<file path="src/core/sar_adc_consts.vh">
`ifndef SAR_ADC_CONSTS_VH
`define SAR_ADC_CONSTS_VH
// ==========================================================
// Register offsets
`define ADDR_STATUS_CONTROL 8'h38
`define ADDR_RESULT 8'h39
`define ADDR_CLOCK_SELECT 8'h3A
// ==========================================================
// Status and control fields
`define BIT_DONE 7
`define BIT_IRQ_ENABLE 6
`define BIT_CONTINUOUS 5
`define CHAN_MSB 4
`define CHAN_OFF 5'h1F
`define CHAN_COUNT 15
`define CHAN_HIGH_REF 5'h1D
`define CHAN_GROUND 5'h1E
`define RESET_STATUS_CONTROL 8'h1F
// ==========================================================
// Clock select fields
`define BIT_BUS_CLOCK 3
`define RESET_CLOCK_SELECT 8'h00
// ==========================================================
// Timing: 8 decisions plus setup, sample and finish steps
`define SAMPLE_STEPS 4'h7
`define CONV_STEPS_MIN 16
`define CONV_STEPS_MAX 17
`endif

</file>
<file path="src/core/adc_clock_divider.v">
`timescale 1ns/100ps
`default_nettype none
// ==========================================================
// Converter clock enable divider
module adc_clock_divider (
  input wire mclk,
  input wire rst,
  input wire clear,
  input wire [2:0] divSelect,
  input wire extTick,
  input wire useBus,
  output reg tick
);
  reg [3:0] count;
  wire srcTick;
  wire [3:0] limit;
  assign srcTick = useBus ? 1'b1 : extTick;
  // Ratios 1, 2, 4, 8, then 16 for any select with top bit set
  assign limit = divSelect[2] ? 4'hF : ((4'h1 << divSelect[1:0]) - 4'h1);
  // Divider restarts on each new start so conversion length is steady
  always @(posedge mclk) begin
    if (rst || clear) begin
      count <= 4'h0;
      tick <= 1'b0;
    end else begin
      tick <= 1'b0;
      if (srcTick) begin
        if (count >= limit) begin
          count <= 4'h0;
          tick <= 1'b1;
        end else begin
          count <= count + 4'h1;
        end
      end
    end
  end
endmodule
`default_nettype wire

</file>
<file path="src/core/port_pin_share.v">
`timescale 1ns/100ps
`default_nettype none
// ==========================================================
// Port pin sharing between converter and general I/O
module port_pin_share #(
  parameter PINS = 15
) (
  input wire [PINS-1:0] claim,
  input wire [PINS-1:0] portLatch,
  input wire [PINS-1:0] portDir,
  input wire [PINS-1:0] pinIn,
  output wire [PINS-1:0] pinOut,
  output wire [PINS-1:0] pinOe,
  output wire [PINS-1:0] portRead
);
  genvar i;
  generate
    for (i = 0; i < PINS; i = i + 1) begin : gPin
      // Claimed pin never drives, whatever latch and direction say
      assign pinOut[i] = portLatch[i];
      assign pinOe[i] = portDir[i] & ~claim[i];
      // Claimed pin reads zero as input, latch as output
      assign portRead[i] = claim[i] ? (portDir[i] & portLatch[i]) :
                           (portDir[i] ? portLatch[i] : pinIn[i]);
    end
  endgenerate
endmodule
`default_nettype wire

</file>
<file path="src/core/sar_adc_sequencer.v">
// The implementer's own choice: the address-and-strobe port.
`timescale 1ns/100ps
`default_nettype none
`include "sar_adc_consts.vh"
// Summary of operation
// - Status write starts conversion, 16-17 steps
// - One of 15 inputs feeds converter
// - Store result, then flag or interrupt
// - Selected pin forced to analog input
// - Claimed pin reads zero or latch
// - High reference FF, ground 00, linear
// - Continuous mode overwrites result, keeps converting
// - Flag read-only, cleared by write or read
// - With irq enable, done bit read/write
// - Interrupt after every conversion when enabled
// - Keep converting in wait; wake allowed
// - Stop mode aborts; restart needs a new status write
// - All-ones select powers converter off
// - Continuous clear means single conversion
// - Interrupt cleared by result read, status write
module sar_adc_sequencer #(
  parameter PINS = 15
) (
  input wire mclk,
  input wire rst,
  input wire [7:0] addr,
  input wire [7:0] wrData,
  input wire wrStrobe,
  input wire rdStrobe,
  output reg [7:0] rdData,
  input wire extClockTick,
  input wire stopMode,
  input wire waitMode,
  input wire comparatorHigh,
  output reg [7:0] trialCode,
  output reg [4:0] muxSelect,
  output reg sampleHold,
  output reg analogPowerOn,
  output reg conversionIrq,
  output wire wakeRequest,
  input wire [PINS-1:0] portLatch,
  input wire [PINS-1:0] portDir,
  input wire [PINS-1:0] pinIn,
  output wire [PINS-1:0] pinOut,
  output wire [PINS-1:0] pinOe,
  output wire [PINS-1:0] portRead
);
  // ==========================================================
  // States
  localparam IDLE = 2'b00;
  localparam SAMPLE = 2'b01;
  localparam RESOLVE = 2'b10;
  localparam FINISH = 2'b11;

  reg conversion_done_flag;
  reg conversion_irq_enable;
  reg continuous_conversion_enable;
  reg [4:0] input_channel_select;
  reg [7:0] result;
  reg [7:0] clockSelect;
  reg [1:0] state;
  reg [3:0] stepCount;
  reg [2:0] bitIndex;
  reg [7:0] approx;
  reg [14:0] claimVec;
  wire stepTick;
  wire statusWrite;
  wire resultRead;
  wire powerOff;
  wire stepEnable;
  wire endConversion;
  wire [7:0] statusRead;

  assign statusWrite = wrStrobe && (addr == `ADDR_STATUS_CONTROL);
  assign resultRead = rdStrobe && (addr == `ADDR_RESULT);
  assign powerOff = (input_channel_select == `CHAN_OFF);
  // Wait mode has no effect here; stop and the off channel freeze the sequencer
  assign stepEnable = stepTick && !stopMode && !powerOff;
  assign endConversion = (state == FINISH) && stepEnable;
  // Enabled request may wake the processor from wait
  assign wakeRequest = waitMode && conversionIrq;

  // ==========================================================
  // Converter clock
  adc_clock_divider uDivider (
    .mclk(mclk),
    .rst(rst),
    .clear(statusWrite),
    .divSelect(clockSelect[2:0]),
    .extTick(extClockTick),
    .useBus(clockSelect[`BIT_BUS_CLOCK]),
    .tick(stepTick)
  );

  // ==========================================================
  // Pin claim follows the routed mux channel so the pin and the mux never disagree
  always @* begin
    claimVec = 15'h0000;
    if (muxSelect != `CHAN_OFF && muxSelect < `CHAN_COUNT) begin
      claimVec[muxSelect[3:0]] = 1'b1;
    end
  end

  port_pin_share #(.PINS(PINS)) uPins (
    .claim(claimVec[PINS-1:0]),
    .portLatch(portLatch),
    .portDir(portDir),
    .pinIn(pinIn),
    .pinOut(pinOut),
    .pinOe(pinOe),
    .portRead(portRead)
  );

  // ==========================================================
  // Analog side controls
  always @(posedge mclk) begin
    if (rst) begin
      muxSelect <= `CHAN_OFF;
      analogPowerOn <= 1'b0;
    end else begin
      muxSelect <= input_channel_select;
      // Stop mode powers the analog side down as well
      analogPowerOn <= !powerOff && !stopMode;
    end
  end

  // ==========================================================
  // Register writes and flags
  always @(posedge mclk) begin
    if (rst) begin
      conversion_done_flag <= 1'b0;
      conversion_irq_enable <= 1'b0;
      continuous_conversion_enable <= 1'b0;
      input_channel_select <= `CHAN_OFF;
      clockSelect <= `RESET_CLOCK_SELECT;
      result <= 8'h00;
      conversionIrq <= 1'b0;
    end else begin
      if (statusWrite) begin
        conversion_irq_enable <= wrData[`BIT_IRQ_ENABLE];
        continuous_conversion_enable <= wrData[`BIT_CONTINUOUS];
        input_channel_select <= wrData[`CHAN_MSB:0];
      end
      if (wrStrobe && addr == `ADDR_CLOCK_SELECT) begin
        clockSelect <= wrData;
      end
      // Completion wins over a clear in the same cycle
      if (endConversion) begin
        result <= approx;
        if (!conversion_irq_enable) begin
          conversion_done_flag <= 1'b1;
        end
        conversionIrq <= conversion_irq_enable;
      end else if (statusWrite || resultRead) begin
        conversionIrq <= 1'b0;
        if (statusWrite && wrData[`BIT_IRQ_ENABLE]) begin
          conversion_done_flag <= wrData[`BIT_DONE];
        end else if (!conversion_irq_enable || statusWrite) begin
          conversion_done_flag <= 1'b0;
        end
      end
    end
  end

  // ==========================================================
  // Successive approximation sequencer
  always @(posedge mclk) begin
    if (rst) begin
      state <= IDLE;
      stepCount <= 4'h0;
      bitIndex <= 3'h7;
      approx <= 8'h00;
      trialCode <= 8'h00;
      sampleHold <= 1'b0;
    end else if (statusWrite) begin
      // Any status write abandons work; it starts afresh unless the channel is off
      state <= (wrData[`CHAN_MSB:0] == `CHAN_OFF) ? IDLE : SAMPLE;
      stepCount <= 4'h0;
      bitIndex <= 3'h7;
      approx <= 8'h00;
      trialCode <= 8'h00;
      sampleHold <= 1'b0;
    end else if (stopMode && state != IDLE) begin
      // Abort; software must write again after stop ends
      state <= IDLE;
      sampleHold <= 1'b0;
      trialCode <= 8'h00;
    end else if (stepEnable) begin
      case (state)
        SAMPLE: begin
          sampleHold <= 1'b1;
          stepCount <= stepCount + 4'h1;
          if (stepCount == `SAMPLE_STEPS - 4'h1) begin
            state <= RESOLVE;
            trialCode <= 8'h80;
          end
        end
        RESOLVE: begin
          // Keep the trial bit while comparator says input is above
          approx[bitIndex] <= comparatorHigh;
          if (bitIndex == 3'h0) begin
            state <= FINISH;
            trialCode <= 8'h00;
          end else begin
            bitIndex <= bitIndex - 3'h1;
            trialCode <= (trialCode & ~(8'h01 << bitIndex)) |
                         ({7'h00, comparatorHigh} << bitIndex) |
                         (8'h01 << (bitIndex - 3'h1));
          end
        end
        FINISH: begin
          sampleHold <= 1'b0;
          stepCount <= 4'h0;
          bitIndex <= 3'h7;
          approx <= 8'h00;
          // Continuous mode loops straight back; single stops
          state <= continuous_conversion_enable ? SAMPLE : IDLE;
        end
        default: begin
          state <= IDLE;
        end
      endcase
    end
  end

  // ==========================================================
  // Read path, data one cycle after strobe
  assign statusRead = {conversion_done_flag, conversion_irq_enable,
                       continuous_conversion_enable, input_channel_select};
  always @(posedge mclk) begin
    if (rst) begin
      rdData <= 8'h00;
    end else if (rdStrobe) begin
      case (addr)
        `ADDR_STATUS_CONTROL: rdData <= statusRead;
        `ADDR_RESULT: rdData <= result;
        `ADDR_CLOCK_SELECT: rdData <= {4'h0, clockSelect[3:0]};
        default: rdData <= 8'h00;
      endcase
    end else begin
      rdData <= 8'h00;
    end
  end
endmodule
`default_nettype wire

</file>
<file path="config.mk">
export PLATFORM = sky130hd
export DESIGN_NAME = sar_adc_sequencer
export DESIGN_NICKNAME = d
export VERILOG_FILES = /design/src/core/adc_clock_divider.v /design/src/core/port_pin_share.v /design/src/core/sar_adc_sequencer.v
export VERILOG_INCLUDE_DIRS = /design/src /design/src/core
export SDC_FILE = /design/constraint.sdc
export NUM_CORES = 1
export LEC_CHECK = 0
export BUFFER_PORTS_ARGS = -buffer_cell sky130_fd_sc_hd__buf_4
export CAP_MARGIN = 20
export CORE_UTILIZATION = 42
export DETAILED_ROUTE_END_ITERATION = 16
export GPL_TIMING_DRIVEN = 0
export PLACE_DENSITY = 0.69
export SYNTH_ARGS = -nofsm -noshare
export SYNTH_HDL_FRONTEND = slang
export SYNTH_SLANG_ARGS = --single-unit
</file>
<file path="constraint.sdc">
create_clock -name mclk -period 2.5 [get_ports mclk]
set_input_delay 0.375 -clock mclk [delete_from_list [all_inputs] [get_ports mclk]]
set_output_delay 0.375 -clock mclk [all_outputs]
set_load 0.01 [all_outputs]
</file>
# Yosys cells after proc, flatten, opt, wreduce, memory -nomap -nowiden
# Index checks and enable logic that the tools add are counted.
# op_classes
add_sub_neg	4
n_lt_le_gt_ge	6
n_eq_ne	15
n_shift	4
mux	64
bitwise	52
reduce_logical	38
# ops
cell	n
$mux 1	43
$pmux 8 s2	2
$and 1x1->1	30
$eq 8x6->1 const B	3
$pmux 8 s3	1
$not 1->1	18
$mux 8	2
$or 8x8->8	2
$shl 1x3->8 const A	2
$mux 15	1
$reduce_and 3->1	5
$logic_and 1x1->1	13
$eq 5x5->1 const B	2
$mux 2	5
$reduce_bool 2->1	5
$add 4x1->4 const B	2
$and 8x8->8	1
$bwmux 8	1
$mux 4	2
$ne 4x4->1 const B	2
$not 8->8	1
$pmux 4 s2	1
$shl 1x3->8	1
$ne 2x2->1 const B	3
other kinds (27)	35
# word_totals
ff_bits	66
output_inout_bits	70

# Longest topological paths before layout
# logic_depth
word_depth	7
mapped_depth	8
ltp_nobuf	6

# Cells and area by module
# Synthesis repeated with hierarchy kept, for this count alone.
# unflattened
hier_cells	475
hier_area_um2	3900.0
# modules_own_cells
module	n_inst	cells_each	area_per_inst_um2
sar_adc_sequencer	1	375	3143.0
port_pin_share	1	61	400.4
adc_clock_divider	1	39	356.6

# Worst setup path before layout
# No wires, ideal clock.
# synth_path
path_type	flip-flop to flip-flop
from	register clockSelect[0]
to	register uDivider.count[0]
arrival_ps	1727
path_slack_ps	688
path_stages_with_launch	7
synth_period_minus_slack_ps	1812
cell_sequence	dfxtp_1 > or3_1 > ha_1 > nand2b_1 > a21o_1 > a211o_1 > a211oi_1
# synth_between
elab_chain_cells	5
# synth_lines
item	line_no	rtl
start: declaration	sar_adc_sequencer.v:60	reg [7:0] clockSelect;
start signal: assignment	sar_adc_sequencer.v:135	clockSelect <= `RESET_CLOCK_SELECT;
start signal: assignment	sar_adc_sequencer.v:145	clockSelect <= wrData;
$shl 1x2->4	adc_clock_divider.v:19	assign limit = divSelect[2] ? 4'hF : ((4'h1 << divSelect[1:0]) - 4'h1);
$sub 4x1->4	adc_clock_divider.v:19	
$mux 4	adc_clock_divider.v:19	
$ge 4x4->1	adc_clock_divider.v:28	if (count >= limit) begin
$mux 4	adc_clock_divider.v:28	
end signal: assignment	adc_clock_divider.v:32	count <= count + 4'h1;
end: declaration	adc_clock_divider.v:14	reg [3:0] count;
# Every way passes these cells.
# A chain may end at the register's enable or synchronous reset.

# Final worst setup path
# layout_path
from	register bitIndex[1]
to	register trialCode[2]
# layout_between
elab_chain_cells	7
# layout_lines
item	line_no	rtl
start: declaration	sar_adc_sequencer.v:63	reg [2:0] bitIndex;
start signal: assignment	sar_adc_sequencer.v:205	bitIndex <= bitIndex - 3'h1;
branches (longest 5 deep; another with $sub 3x1->3)	-	
$mux 8 *	sar_adc_sequencer.v:201	if (bitIndex == 3'h0) begin
$pmux 8 s2 *	sar_adc_sequencer.v:189	case (state)
end signal: assignment	sar_adc_sequencer.v:206	trialCode <= (trialCode & ~(8'h01 << bitIndex)) |
end: declaration	sar_adc_sequencer.v:35	output reg [7:0] trialCode,
# Every way passes the cells marked *.

==> results_dict.tcl <==
set metrics [dict create \
    final_nets 728 \
    ios 139 \
    synth_fa_ha_area_frac 0.0536 \
    wl_per_cell_um 15.5 \
    dr.pass1.iters 4 \
    crit_slowest_cell "dfxtp_1" \
    grt_max_degree 14 \
    endpoint_kind "flip-flop" \
    place_congestion 0.858 \
    synth_xor_area_frac 0.0110 \
    port_buffers 137 \
    totalWireLength_um 11800 \
    initial_core_util 0.432 \
    fill_cells 845 \
    cts_tree "done" \
    synth_seq_area_share 0.333 \
    grt_pass1_wl_um 18800 \
    syn2layout_area_growth_pct 35.7 \
    r2r.worst_path.cells 7 \
    cpPeakStageDelay_ns 0.53 \
    vdd_ir_drop_max_v 0.000282 \
    clock-sinks 66 \
    first_global_vias 3921 \
    hold_violations 0 \
    critPathLaunchType "flip-flop" \
    layout-drive-gt1-share 0.326 \
    antenna_cells 0 \
    dieHeight_um 99.2 \
    drt_iter0_markers 170 \
    ctsRootBufferMaster "clkbuf_8" \
    core.rowCount 35 \
    clockBufferDepth 2 \
    synth.largest_area_cell "dfxtp_1" \
    crit_fanout 10 \
    design.core.area_sq_um 9200 \
    holdPathStages 3 \
    die_area_sq_um 9850 \
    synth_area_leaders "dfxtp_1 (33%), nand2_1 (6.6%), a21oi_1 (5.7%), ha_1 (5.4%), o21ai_0 (4.9%)" \
    ys_seq_elements 66 \
    place_inst 742 \
    cts_hold_buf 0 \
    antenna_found_initial 0 \
    finalClockSkew_ns 0.0102 \
    final_cell_mix "buf_4 (154), nand2_1 (70), dfxtp_1 (66)" \
    worst-setup-path-type "reg -> reg" \
    timing.final.ws_setup_ns 0.300 \
    num_vias 4024 \
    seqCellArea_sq_um 1320 \
    path_clk_slew_ns 0.08 \
    ant_nets 0 \
    hold_path.class "in -> reg" \
    synth_edf_count 0 \
    viasPerCell 5.31 \
    arrival_ns 2.49 \
    setup_violations 0 \
    ys_warn_count 0 \
    synth_area_sq_um 3970 \
    synth_top_family_by_area "simple AND/OR/NAND/NOR gates" \
    clk_latency_ns 0.35 \
    ys_async_sr_fraction 0 \
    crit_path_cell_trace "buf_2 -> inv_1 -> ha_1 -> nor2b_1 -> a211oi_2 -> o211ai_1 -> a21oi_1" \
    synth-compound-area-share 0.213 \
    gr-total-overflow 0 \
    final_max_slew_viol_count 0 \
    netlist_instances 494 \
    htreeDepth 3 \
    rsz0062_at_grt "no" \
    place_ws_ns 0.376 \
    swShare 0.237 \
    multiInputGateArea_sq_um 2350 \
    synthFlopType "dfxtp_1" \
    required_ns 2.79 \
    worstMarginPinSlew_ns 0.559 \
    slew_headroom 0.626 \
    final_common_cell "buf_4" \
    drcViolationCount 0 \
    power_leakage_nw 2.33 \
    seqPwrFrac 0.425 \
    yosysUniqueCellTypes 67 \
    intPower_mw 1.90 \
    finalNonFillerCells 758 \
    die_w_um 99.2 \
    grt_use_total 0.241 \
    fmax_mhz 455 \
    fin_crit_ns 2.20 \
    status "completed" \
    netSwitchingPower_mw 0.590 \
    dp_hpwl_um 9260 \
    numCtsBuffers 9 \
    cts_resized 0 \
    synth_nets 580 \
    cts_setup_buffers 0 \
    setup-tns-final_ns 0 \
    combinationalPowerShare 0.124 \
    yosys.area_share.simple 0.264 \
    yosysTopAreaCellShare 0.333 \
    avgSynthCellArea_sq_um 8.04 \
    powerDensity_nw_per_um2 462 \
    clockPowerShare 0.451 \
    final.period_utilization 0.880 \
    synthMuxAreaShare 0.0507 \
    cap_violations 0 \
]
[path summary, 6_finish.rpt]
| check | slack, ns | startpoint | end |
|---|---|---|---|
| min reg2reg | 0.46 | result[5] | result[5] |
| min | 0.27 | wrData[1] | input_channel_select[1] |
| max | 0.30 | bitIndex[1] | trialCode[2] |
| max reg2reg | 0.30 | bitIndex[1] | trialCode[2] |
[Yosys cell counts (all sizes together) (3+ instances only)]
| master | instances |
|---|---|
| a211o | 3 |
| a211oi | 8 |
| a21oi | 45 |
| a22o | 3 |
| a31oi | 7 |
| and2 | 18 |
| and3 | 4 |
| and4 | 5 |
| buf | 34 |
| clkbuf | 6 |
| dfxtp | 66 |
| ha | 17 |
| inv | 15 |
| mux2i | 19 |
| nand2 | 71 |
| nand2b | 6 |
| nand3 | 26 |
| nand4 | 4 |
| nor2 | 30 |
| nor2b | 14 |
| nor3 | 4 |
| nor3b | 4 |
| o211ai | 8 |
| o21ai | 41 |
| or2 | 4 |
| xnor2 | 3 |
[kinds of logic after synthesis]
group	Yosys count
xor gates and xnor gates	5
DFF	66
buffers and inverters	55
AOI/OAI and AO/OA	132
muxes	20
adders and majority gates	17
and+or+nand+nor	199
[power by group through the flow]
stage / clock network (mW) / registers (mW) / logic, mW
finish: 1.12 / 1.06 / 0.308
global route: 1.19 / 1.06 / 0.332
CTS: 1.14 / 1.06 / 0.310
detailed placement: 0 / 1.08 / 0.310
global placement: 0 / 1.08 / 0.306
floorplan: 0 / 1.08 / 0.122
[area by class of cell]
type	instances	share of cell area
buffer	40	0.0446
clock buffer	9	0.0230
clock inverter	7	0.0232
inverter	15	0.0105
multi-input combinational	373	0.437
sequential	66	0.245
tap	111	0.0258
timing repair buffer	137	0.191
[metal layers]
layer,vias up,track usage,part of all wire
met3,21,0.0513,0.059
met5,-,0,0
li1,2027,-,-
met1,1846,0.263,0.40
met4,0,0.0803,0.022
met2,130,0.459,0.51
[flip-flops by register name (all words and copies together), names as in the netlist, 2 cells and up]
| signal | cells |
|---|---|
| state | 2 |
| result | 8 |
| clockSelect | 4 |
| uDivider.count | 4 |
| trialCode | 8 |
| approx | 8 |
| rdData | 8 |
| bitIndex | 3 |
| stepCount | 4 |
| muxSelect | 5 |
| input_channel_select | 5 |
[critical path: cells and delay by family (launching register included)]
| family | cells | cell delay (ns) |
|---|---|---|
| AO/OA/AOI/OAI | 3 | 0.78 |
| flip-flops | 1 | 0.53 |
| adder cells (fa/ha/maj) | 1 | 0.25 |
| AND/OR/NAND/NOR | 1 | 0.17 |
| buffers and inverters | 2 | 0.39 |
[per-stage QoR]
| step | instance area [sq um] | utilization | hold slack, ns | power (mW) |
|---|---|---|---|---|
| after CTS | 5390 | 0.586 | 0.263 | 2.50 |
| after global placement | 5140 | 0.559 | 0.449 | 1.39 |
| after global routing | 5390 | 0.586 | 0.263 | 2.58 |
| final | 5390 | 0.586 | 0.269 | 2.49 |
| after floorplan | 3970 | - | 0.436 | 1.20 |
| after detailed placement | 5140 | 0.559 | 0.455 | 1.39 |
Power figures use the tool's default switching activity.
